$ cat src/hw/pcc_pkg.sv
// package of constants and types for the 16-bit card control-signal block
package pcc_pkg;
	// socket interface personality
	typedef enum logic [0:0] {
		PCC_IF_MEMORY = 1'b0, // memory-only card
		PCC_IF_IO = 1'b1 // i/o card
	} pcc_if_t;
	// cycle sequencer states
	typedef enum logic [2:0] {
		PCC_ST_IDLE = 3'b000, // no cycle
		PCC_ST_SETUP = 3'b001, // address and select settle
		PCC_ST_STROBE = 3'b010, // strobe active, minimum width
		PCC_ST_WAIT = 3'b011, // strobe held while card waits
		PCC_ST_HOLD = 3'b100 // strobe released, hold time
	} pcc_state_t;
	// cycle kinds on the request port
	typedef enum logic [2:0] {
		PCC_CYC_MEM_RD = 3'b000, // common memory read
		PCC_CYC_MEM_WR = 3'b001, // common memory write
		PCC_CYC_ATTR_RD = 3'b010, // attribute memory read
		PCC_CYC_ATTR_WR = 3'b011, // attribute memory write
		PCC_CYC_IO_RD = 3'b100, // i/o read
		PCC_CYC_IO_WR = 3'b101, // i/o write
		PCC_CYC_DMA_TO_HOST = 3'b110, // dma card to host memory
		PCC_CYC_DMA_TO_CARD = 3'b111 // dma host memory to card
	} pcc_cycle_t;
	// voltage requirement decoded from the two sense lines
	typedef enum logic [1:0] {
		PCC_VOLT_5V = 2'b00, // both sense lines open
		PCC_VOLT_3V3 = 2'b01, // sense one grounded
		PCC_VOLT_LOW = 2'b10, // sense two grounded, low-voltage card
		PCC_VOLT_BOTH = 2'b11 // both grounded
	} pcc_volt_t;
	// timing figures in ns, cycle counts derived at 50 mhz
	localparam int PCC_CLK_NS = 20;
	localparam int PCC_SETUP_NS = 60;
	localparam int PCC_STROBE_NS = 150;
	localparam int PCC_HOLD_NS = 40;
	localparam int PCC_SETUP_CYC = (PCC_SETUP_NS + PCC_CLK_NS - 1) / PCC_CLK_NS;
	localparam int PCC_STROBE_CYC = (PCC_STROBE_NS + PCC_CLK_NS - 1) / PCC_CLK_NS;
	localparam int PCC_HOLD_CYC = (PCC_HOLD_NS + PCC_CLK_NS - 1) / PCC_CLK_NS;
	localparam int PCC_CNT_W = 4;
	localparam logic [PCC_CNT_W-1:0] PCC_CNT_ZERO = 4'h0;
	localparam logic [PCC_CNT_W-1:0] PCC_CNT_ONE = 4'h1;
	localparam logic [1:0] PCC_SYNC_RESET = 2'h3; // card lines idle high
endpackage : pcc_pkg

$ cat src/hw/pcc_ctrl.sv
// control-signal sequencer for a 16-bit memory or i/o card socket
`timescale 1ns/10ps
module pcc_ctrl
	import pcc_pkg::*;
(
	input wire logic clk_sys,
	input wire logic rstn,
	input wire logic clk_en, // freezes all state while low
	input wire logic if_mode, // socket personality, pcc_if_t coding
	input wire logic card_reset_req, // software wants the card in reset
	input wire logic cyc_req, // start a cycle, taken while cyc_ready
	input wire logic [2:0] cyc_kind, // pcc_cycle_t coding
	input wire logic cyc_last, // last dma transfer to the card: raise terminal count
	output logic cyc_ready, // sequencer can take a request
	output logic cyc_done, // one-cycle pulse at cycle end
	input wire logic ready_irq_pin, // shared ready / interrupt, raw pin
	input wire logic wait_n_pin, // raw card wait, active low
	input wire logic wp_pin, // raw write-protect / 16-bit / dma request
	input wire logic voltage_sense_one_in, // raw sense line one, input side
	input wire logic voltage_sense_two_in, // raw sense line two, input side
	output logic voltage_sense_one_out, // sense one drive value (low)
	output logic voltage_sense_one_oe, // low while driving
	output logic voltage_sense_two_out, // sense two drive value (low)
	output logic voltage_sense_two_oe, // low while driving
	output logic attr_sel_n, // attribute select / dma_acknowledge, active low
	output logic oe_n, // output enable strobe
	output logic we_n, // write strobe / terminal_count
	output logic io_read_strobe_n, // i/o read, dma write strobe
	output logic io_write_strobe_n, // i/o write, dma read strobe
	output logic card_reset, // hard reset to card, active high
	output logic card_busy, // memory card busy
	output logic card_interrupt_request, // i/o card wants service
	output logic write_protected, // memory card switch state
	output logic wide_io_port_indicator, // addressed i/o port is 16 bit
	output logic dma_request, // card asks for dma
	output logic [1:0] card_voltage // pcc_volt_t coding
);

	// synchroniser stages, first stage read only by the second
	logic [1:0] rdy_sync_reg; // ready/irq
	logic [1:0] wait_sync_reg; // wait
	logic [1:0] wp_sync_reg; // write-protect
	logic [1:0] vs1_sync_reg; // sense one
	logic [1:0] vs2_sync_reg; // sense two

	// sequencer state
	pcc_state_t state_reg, state_next;
	logic [PCC_CNT_W-1:0] cnt_reg, cnt_next;
	logic [2:0] kind_reg; // latched cycle kind
	logic last_reg; // latched terminal count request
	logic reset_reg; // registered card reset
	// registered strobes so pins come from flip-flops
	logic attr_n_reg, oe_n_reg, we_n_reg, io_read_strobe_n_reg, io_write_strobe_n_reg;

	// synchronise every card input before control logic sees it
	always_ff @(posedge clk_sys or negedge rstn)
	begin
		if (!rstn)
		begin
			rdy_sync_reg <= PCC_SYNC_RESET;
			wait_sync_reg <= PCC_SYNC_RESET;
			wp_sync_reg <= PCC_SYNC_RESET;
			vs1_sync_reg <= PCC_SYNC_RESET;
			vs2_sync_reg <= PCC_SYNC_RESET;
		end
		else if (clk_en)
		begin
			rdy_sync_reg <= {rdy_sync_reg[0], ready_irq_pin};
			wait_sync_reg <= {wait_sync_reg[0], wait_n_pin};
			wp_sync_reg <= {wp_sync_reg[0], wp_pin};
			vs1_sync_reg <= {vs1_sync_reg[0], voltage_sense_one_in};
			vs2_sync_reg <= {vs2_sync_reg[0], voltage_sense_two_in};
		end
	end

	// synchronised levels
	wire rdy_s = rdy_sync_reg[1];
	wire wait_s = ~wait_sync_reg[1]; // true while card stretches
	wire wp_s = wp_sync_reg[1];
	wire io_mode = (if_mode == PCC_IF_IO);

	// shared ready line meaning depends on personality
	assign card_busy = ~io_mode & ~rdy_s;
	assign card_interrupt_request = io_mode & ~rdy_s;
	// write-protect pin meaning: switch, wide port, or dma request
	assign write_protected = ~io_mode & wp_s;
	assign wide_io_port_indicator = io_mode & ~wp_s;
	assign dma_request = wp_s;
	// sense lines read as one code, never separately
	assign card_voltage = {~vs2_sync_reg[1], ~vs1_sync_reg[1]};
	// sense lines are inputs here; output enable high releases them
	assign voltage_sense_one_out = 1'b0;
	assign voltage_sense_one_oe = 1'b1;
	assign voltage_sense_two_out = 1'b0;
	assign voltage_sense_two_oe = 1'b1;

	// request decode
	function automatic logic kind_is_dma(input logic [2:0] k);
		kind_is_dma = (k == PCC_CYC_DMA_TO_HOST) || (k == PCC_CYC_DMA_TO_CARD);
	endfunction : kind_is_dma

	// memory cards stay busy until ready rises; no new cycle before then
	wire card_can_accept = io_mode | rdy_s;
	assign cyc_ready = (state_reg == PCC_ST_IDLE) & card_can_accept & ~reset_reg;
	wire take = cyc_req & cyc_ready;
	wire [2:0] kind_now = kind_reg;
	wire is_dma = kind_is_dma(kind_now);
	wire is_attr = (kind_now == PCC_CYC_ATTR_RD) || (kind_now == PCC_CYC_ATTR_WR);
	wire is_io = (kind_now == PCC_CYC_IO_RD) || (kind_now == PCC_CYC_IO_WR);
	wire is_mem_rd = (kind_now == PCC_CYC_MEM_RD) || (kind_now == PCC_CYC_ATTR_RD);
	wire is_mem_wr = (kind_now == PCC_CYC_MEM_WR) || (kind_now == PCC_CYC_ATTR_WR);
	wire active = (state_reg != PCC_ST_IDLE);
	wire strobing = (state_reg == PCC_ST_STROBE) || (state_reg == PCC_ST_WAIT);

	// attribute select low for attribute, i/o and dma acknowledge, high for common memory
	wire attr_n_next = ~(active & (is_attr | is_io | is_dma));
	// output enable for memory and attribute reads
	wire oe_n_next = ~(strobing & is_mem_rd);
	// write strobe for memory and attribute writes, or terminal count on the last dma read
	wire we_n_next = ~((strobing & is_mem_wr) |
		(strobing & (kind_now == PCC_CYC_DMA_TO_CARD) & last_reg));
	// i/o strobes double as dma data strobes with the acknowledge
	wire io_read_strobe_n_next = ~(strobing & ((kind_now == PCC_CYC_IO_RD) | (kind_now == PCC_CYC_DMA_TO_HOST)));
	wire io_write_strobe_n_next = ~(strobing & ((kind_now == PCC_CYC_IO_WR) | (kind_now == PCC_CYC_DMA_TO_CARD)));

	// sequencer next state
	always_comb
	begin
		state_next = state_reg;
		cnt_next = cnt_reg;
		unique case (state_reg)
			PCC_ST_IDLE:
			begin
				if (take)
				begin
					state_next = PCC_ST_SETUP;
					cnt_next = PCC_CNT_W'(PCC_SETUP_CYC);
				end
			end
			PCC_ST_SETUP:
			begin
				if (cnt_reg == PCC_CNT_ONE)
				begin
					state_next = PCC_ST_STROBE;
					cnt_next = PCC_CNT_W'(PCC_STROBE_CYC);
				end
				else
					cnt_next = cnt_reg - PCC_CNT_ONE;
			end
			PCC_ST_STROBE:
			begin
				// minimum width first, then wait may extend it
				if (cnt_reg == PCC_CNT_ONE)
					state_next = PCC_ST_WAIT;
				else
					cnt_next = cnt_reg - PCC_CNT_ONE;
			end
			PCC_ST_WAIT:
			begin
				// strobe held as long as the card asserts wait
				if (!wait_s)
				begin
					state_next = PCC_ST_HOLD;
					cnt_next = PCC_CNT_W'(PCC_HOLD_CYC);
				end
			end
			PCC_ST_HOLD:
			begin
				if (cnt_reg == PCC_CNT_ONE)
				begin
					state_next = PCC_ST_IDLE;
					cnt_next = PCC_CNT_ZERO;
				end
				else
					cnt_next = cnt_reg - PCC_CNT_ONE;
			end
			default:
			begin
				state_next = PCC_ST_IDLE;
				cnt_next = PCC_CNT_ZERO;
			end
		endcase
	end

	// state, request latch and registered pins
	always_ff @(posedge clk_sys or negedge rstn)
	begin
		if (!rstn)
		begin
			state_reg <= PCC_ST_IDLE;
			cnt_reg <= PCC_CNT_ZERO;
			kind_reg <= PCC_CYC_MEM_RD;
			last_reg <= 1'b0;
			reset_reg <= 1'b1; // card held in reset with the host
			attr_n_reg <= 1'b1;
			oe_n_reg <= 1'b1;
			we_n_reg <= 1'b1;
			io_read_strobe_n_reg <= 1'b1;
			io_write_strobe_n_reg <= 1'b1;
			cyc_done <= 1'b0;
		end
		else if (clk_en)
		begin
			state_reg <= state_next;
			cnt_reg <= cnt_next;
			if (take)
			begin
				kind_reg <= cyc_kind;
				last_reg <= cyc_last;
			end
			reset_reg <= card_reset_req;
			attr_n_reg <= attr_n_next;
			oe_n_reg <= oe_n_next;
			we_n_reg <= we_n_next;
			io_read_strobe_n_reg <= io_read_strobe_n_next;
			io_write_strobe_n_reg <= io_write_strobe_n_next;
			cyc_done <= (state_reg == PCC_ST_HOLD) && (cnt_reg == PCC_CNT_ONE);
		end
	end

	// pins straight from flip-flops
	assign attr_sel_n = attr_n_reg;
	assign oe_n = oe_n_reg;
	assign we_n = we_n_reg;
	assign io_read_strobe_n = io_read_strobe_n_reg;
	assign io_write_strobe_n = io_write_strobe_n_reg;
	assign card_reset = reset_reg;

endmodule : pcc_ctrl

$ cat config.mk
export PLATFORM = sky130hd
export DESIGN_NAME = pcc_ctrl
export DESIGN_NICKNAME = d
export VERILOG_FILES = /design/src/hw/pcc_pkg.sv /design/src/hw/pcc_ctrl.sv
export SDC_FILE = /design/constraint.sdc
export NUM_CORES = 1
export LEC_CHECK = 0
export ABC_AREA = 1
export BUFFER_PORTS_ARGS = -buffer_cell sky130_fd_sc_hd__buf_4
export CAP_MARGIN = 10
export CORE_ASPECT_RATIO = 1.4
export CORE_MARGIN = 2
export CORE_UTILIZATION = 33
export CTS_CLUSTER_SIZE = 8
export DETAILED_ROUTE_END_ITERATION = 12
export PLACE_DENSITY = 0.58
export SLEW_MARGIN = 10
export SYNTH_ARGS = -nofsm -noshare
export SYNTH_HDL_FRONTEND = slang
export SYNTH_SLANG_ARGS = --single-unit
$ cat constraint.sdc
create_clock -name clk_sys -period 1.9 [get_ports clk_sys]
set_input_delay 0.19 -clock clk_sys [delete_from_list [all_inputs] [get_ports clk_sys]]
set_output_delay 0.19 -clock clk_sys [all_outputs]
set_load 0.01 [all_outputs]
# --- Word-level counts from Yosys, hierarchy flattened ---
# Index checks and enable logic that the tools add are counted.
word_totals:
  ff_bits: 28
  out_inout_bits: 19
op_classes:
  reduce_logical: 13
  add_sub_neg: 1
  eq_ne: 18
  mux: 12
  bitwise_logic: 31
op_table:
  columns: ["operator", "count"]
  rows:
  - ["$mux W4", 5]
  - ["$pmux W4 S5", 1]
  - ["$eq A3 B3 Y1 const B", 5]
  - ["$mux W3", 5]
  - ["$pmux W3 S5", 1]
  - ["$and A1 B1 Y1", 14]
  - ["$eq A3 B2 Y1 const B", 4]
  - ["$not A1 Y1", 11]
  - ["$ne A2 B2 Y1 const B", 5]
  - ["$eq A3 B1 Y1 const B", 2]
  - ["$logic_not A3 Y1", 2]
  - ["$logic_or A1 B1 Y1", 6]
  - ["$or A1 B1 Y1", 6]
  - ["$reduce_and A6 Y1", 1]
  - ["$eq A4 B1 Y1 const B", 1]
  - ["$reduce_and A4 Y1", 1]
  - ["$sub A4 B1 Y4 const B", 1]
  - ["$reduce_bool A3 Y1", 1]
  - ["$ne A2 B1 Y1 const B", 1]
  - ["$reduce_and A2 Y1", 1]
  - ["$logic_and A1 B1 Y1", 1]

# --- Depth between registers and ports, before layout ---
logic_depth:
  ltp_word: 6
  depth_mapped: 9
  ltp_nobuf: 9

# --- Least setup slack after synthesis ---
# Ideal clock, no wire load.
synth_timing:
  path_type: "reg2reg"
  from: "reg cnt_reg[1]"
  to: "reg cnt_reg[0]"
  setup_time_ns: 0.116
  stages_incl_launch_ff: 10
  t_arrival_ns: 1.171
  required_ns: 1.784
  slack_ns: 0.612
  synth_period_minus_slack_ns: 1.288
  path_buffers: 0
  cell_sequence: "dfrtp_1 > inv_1 > ha_1 > nand2_1 > nor2_1 > nand2_1 > nand3_4 > inv_4 > nand2_1 > nand2_1"
synth_between:
  elab_chain_cells: 3
synth_lines:
  columns: ["element", "line_no", "rtl"]
  rows:
  - ["start: declaration", "pcc_ctrl.sv:48", "logic [PCC_CNT_W-1:0] cnt_reg, cnt_next;"]
  - ["start signal: assignment", "pcc_ctrl.sv:205", "cnt_reg <= cnt_next;"]
  - ["$eq A4 B1 Y1 (*)", "pcc_ctrl.sv:142, pcc_ctrl.sv:153, pcc_ctrl.sv:169", null]
  - ["$mux W4 (tied with other cells)", "pcc_ctrl.sv:169", "if (cnt_reg == PCC_CNT_ONE)"]
  - ["$pmux W4 S5 or $reduce_and A4 Y1 (tied branches)", null, null]
# Every way passes the cells marked *; elsewhere a longest branch is shown, timed or not.
# A chain may end at the register's enable or synchronous reset.

# --- Final worst setup path ---
layout_timing:
  from: "reg state_reg[2]"
  to: "out cyc_ready"
layout_between:
  elab_chain_cells: 3
layout_lines:
  columns: ["element", "line_no", "rtl"]
  rows:
  - ["start: declaration", "pcc_ctrl.sv:47", "pcc_state_t state_reg, state_next;"]
  - ["start signal: assignment", "pcc_ctrl.sv:204", "state_reg <= state_next;"]
  - ["$logic_not A3 Y1", "pcc_ctrl.sv:104", "assign cyc_ready = (state_reg == PCC_ST_IDLE) & card_can_accept & ~reset_reg;"]
  - ["$and A1 B1 Y1 (2 in series)", "pcc_ctrl.sv:104", null]
  - ["end: declaration", "pcc_ctrl.sv:14", "output logic cyc_ready,"]
# No other way between the ends.

==> results.txt <==
----------------------------------------------------
[Run status]
  Result of the run ... completed

[Yosys]
  Number of synthesized register bits ... 28
  Commonest register cell after synthesis ... sky130_fd_sc_hd__dfstp_2
  Distinct cell type count after synthesis ... 26
  Number of enable-type register cells in the synthesized netlist ... 0
  Area contributors post-synth ... sky130_fd_sc_hd__dfstp_2 28%, sky130_fd_sc_hd__dfrtp_1 20%, sky130_fd_sc_hd__nand2_1 16%
  Leading post-synthesis cells by instance count ... 62 x sky130_fd_sc_hd__nand2_1, 24 x sky130_fd_sc_hd__inv_1, 16 x sky130_fd_sc_hd__dfstp_2
  Async set-reset flop share out of synthesis ... between 90% and 100%
  Area share of the largest cell type after synthesis ... approximately 28%
  Cell area after synthesis ... around 1500 sq um
  Cell taking the most area after synthesis ... sky130_fd_sc_hd__dfstp_2
  Yosys Warn Count ... 0
  Average cell area after synthesis ... approximately 8 sq um
  Cell with the most instances after synthesis ... sky130_fd_sc_hd__nand2_1
  Synth Instances ... 187
  Share of synthesized area occupied by flip-flops and latches ... between 40% and 50%

[Setup path]
  Required time of the critical path ... 1.71 ns
  Arrival @ worst endpoint ... ~1.4 ns
  Worst path cell trace ... nor2_2 > nand2_2 > nor2_4 > buf_4
  Crit path max-delay family ... simple AND/OR/NAND/NOR gates
  CP peak stage delay ... 0.46 ns
  Maximum fanout encountered on the critical timing path ... 6
  Critical path class ... reg2out
  Startpoint of the worst-slack reg-to-reg timing path ... cnt_reg[1]$_DFFE_PN0P_
  Highest-delay cell along the critical path ... sky130_fd_sc_hd__dfrtp_1
  Setup crit end kind ... primary output
  Critical Path Source Type ... flip-flop
  CP bufs+invs ... 1
  Worst setup path startpoint ... state_reg[2]$_DFFE_PN0P_

[Finish]
  Largest register FFs ... 4
  Fraction of layout cells with a size suffix above 1 ... ~28%
  Total number of nets in the final design ... roughly 230
  Syn-to-layout area delta ... 22.9%
  Number of diodes ... 0

[Drt]
  Post-detailed-route via-to-cell ratio ... ~4.3
  WL final ... ~2800 microns
  Average detailed-routed wire length per instance ... approximately 10 microns
  Antenna-violating nets left ... 0
  Via total after detailed routing ... roughly 1200
  DRC Markers ... 0
  DRC marker count from the first detailed-route iteration ... 51
  Drt first pass iters ... 4

[Clock network]
  Post-CTS clock slew at the launch and capture registers of the worst setup and hold paths ... 0.10 ns
  Gates resized, CTS repair ... 0
  Cts hold-fix bufs ... 1
  Clock root buffer ... sky130_fd_sc_hd__clkbuf_8
  CTS buffer count ... 3
  Setup bufs post-CTS ... 0
  Maximum clock path buffer count ... 2
  Sinks on Clock Net ... 28
  TritonCTS clock tree ... built
  Clock latency reported for the late side of the worst-skew pair ... about 0.28 ns
  Number of levels in the clock H-tree ... 1

[Floorplan]
  Site Rows ... 28
  Starting Density ... a little over a third
  Floorplan Core Area ... between 4000 and 5000 sq um
  Top-level I/O count ... 34
  Die height ... ~83 microns
  Die area ... approximately 5100 sq um
  Horizontal extent of the die ... roughly 61 microns

[Placed design]
  Last weighted congestion value of the routability-driven placer ... just over 0.8
  Port buffer count ... 29
  DP HPWL ... 2100 microns
  Worst-case setup slack after placement ... 0.491 ns

[Global routing]
  Pin count of the biggest net entering global routing ... 29
  First-pass GRT wire length ... roughly 5100 microns
  GR Layer Usage met3 ... under 10%
  Met2 track utilization from global routing ... about 21%
  Highest-utilization routing layer at the global route stage ... met2
  GRT overflow ... 0
  Met1 layer usage reported by global route ... between 10% and 20%
  GRT Total Usage ... between 10% and 20%
  Number of antenna violations at the first check in global routing ... 0
  Vias in the first global route ... ~1200

[STA]
  Clock period minus final worst setup slack ... 1.55 ns
  Peak Freq ... 644 MHz
  Final number of setup-violating endpoints ... 0
  Worst path setup slack after routing ... about 0.35 ns
  Fin Clk Skew ... approximately 0.0082 ns
  Number of max-slew violations in the final report ... 0
  Setup repair after global routing missed its margin ... no
  Aggregate negative setup slack ... 0 ns
  Post-route clock period utilization ... between 80% and 90%
  Number of failing hold endpoints at the final stage ... 0

[Min path]
  Worst hold path startpoint ... card_reset_req
  Tightest Hold Check Type ... in2reg

[Run]
  Count of maximum capacitance violations ... 0

[Power and ir drop]
  Maximum vdd ir drop ... roughly 0.47 mV
  Leakage component of the power ... ~0.94 nW
  Power density over cell area ... about 1300 nW/um^2

----------------------------------------------------
==> stage by stage <==
step           area [sq um]  hold WS, ns  util, %  instances  power (W)
3_3_place_gp           1740        0.133     40.8        271    0.00187
5_1_grt                1830        0.116     42.7        276    0.00255
4_1_cts                1830        0.111     42.7        276    0.00236
3_5_place_dp           1740        0.130     40.8        271    0.00187
6_report               1830        0.117     42.7        276    0.00233
2_1_floorplan          1490       -0.106        -        189    0.00160
==> kinds of logic after synthesis <==
logic type	count (synthesis)	share of synthesized area, %
AOI/OAI and AO/OA	23	9.77
and+or+nand+nor	97	29.1
DFF	28	48.5
other	2	0.506
adders and majority gates	2	1.68
buffers and inverters	34	9.77
xor gates and xnor gates	1	0.590
==> metal layers <==
layer / part of all wire (%) / wire length (microns)
met1: 46 / 1300
met2: 48 / 1360
met5: 0 / 0
met4: 2.6 / 73
met3: 3.3 / 94
==> worst min-delay path: stages <==
cell and delay, ns:
sky130_fd_sc_hd__buf_4 0.08, sky130_fd_sc_hd__nand2_1 0.04, sky130_fd_sc_hd__o21ai_0 0.06
==> power by group <==
group | switching [W] | internal [W]
combinational | 0.000584 | 0.000371
clock | 0.000191 | 0.000282
sequential | 0.000109 | 0.000790
total | 0.000884 | 0.00144
==> layout make-up <==
type	count	area, sq um
Fill cell	459	2450
Sequential cell	28	721
Multi-Input combinational cell	127	627
Timing Repair Buffer	30	228
Inverter	27	104
Tap cell	60	75.1
Clock buffer	3	41.3
Clock inverter	1	30.0
==> worst paths after layout <==
check | slack, ns | endpoint | cells after the start
worst max-delay path | 0.35 | cyc_ready | 4
worst min-delay path | 0.12 | card_reset$_DFFE_PN1P_ | 3
worst max register to register | 0.49 | cnt_reg[1]$_DFFE_PN0P_ | 9
worst min register to register | 0.47 | wp_sync_reg[0]$_DFFE_PN1P_ | 2
max in group asynchronous | 1.23 | we_n$_DFFE_PN1P_ | 2
min in group asynchronous | 0.35 | cnt_reg[1]$_DFFE_PN0P_ | 2
==> placed cells by master (no fill, tap or decap), drive strengths merged <==
| master | netlist | layout |
|---|---|---|
| nand2 | 64 | 64 |
| buf | 4 | 29 |
| inv | 27 | 27 |
| dfstp | 16 | 16 |
| nor2 | 16 | 16 |
| dfrtp | 12 | 12 |
| o21ai | 11 | 11 |
| a21oi | 9 | 9 |
| nand3 | 9 | 9 |
| nand4 | 4 | 4 |
| conb | 2 | 4 |
| nor3 | 3 | 3 |
| clkbuf | 3 | 3 |
| ha | 2 | 2 |
| o21bai | 2 | 2 |
| xor2 | 1 | 1 |
| nand3b | 1 | 1 |
| o31ai | 1 | 1 |
| bufinv | 0 | 1 |
| dlygate4sd3 | 0 | 1 |
(Power assumes the default switching activity.)
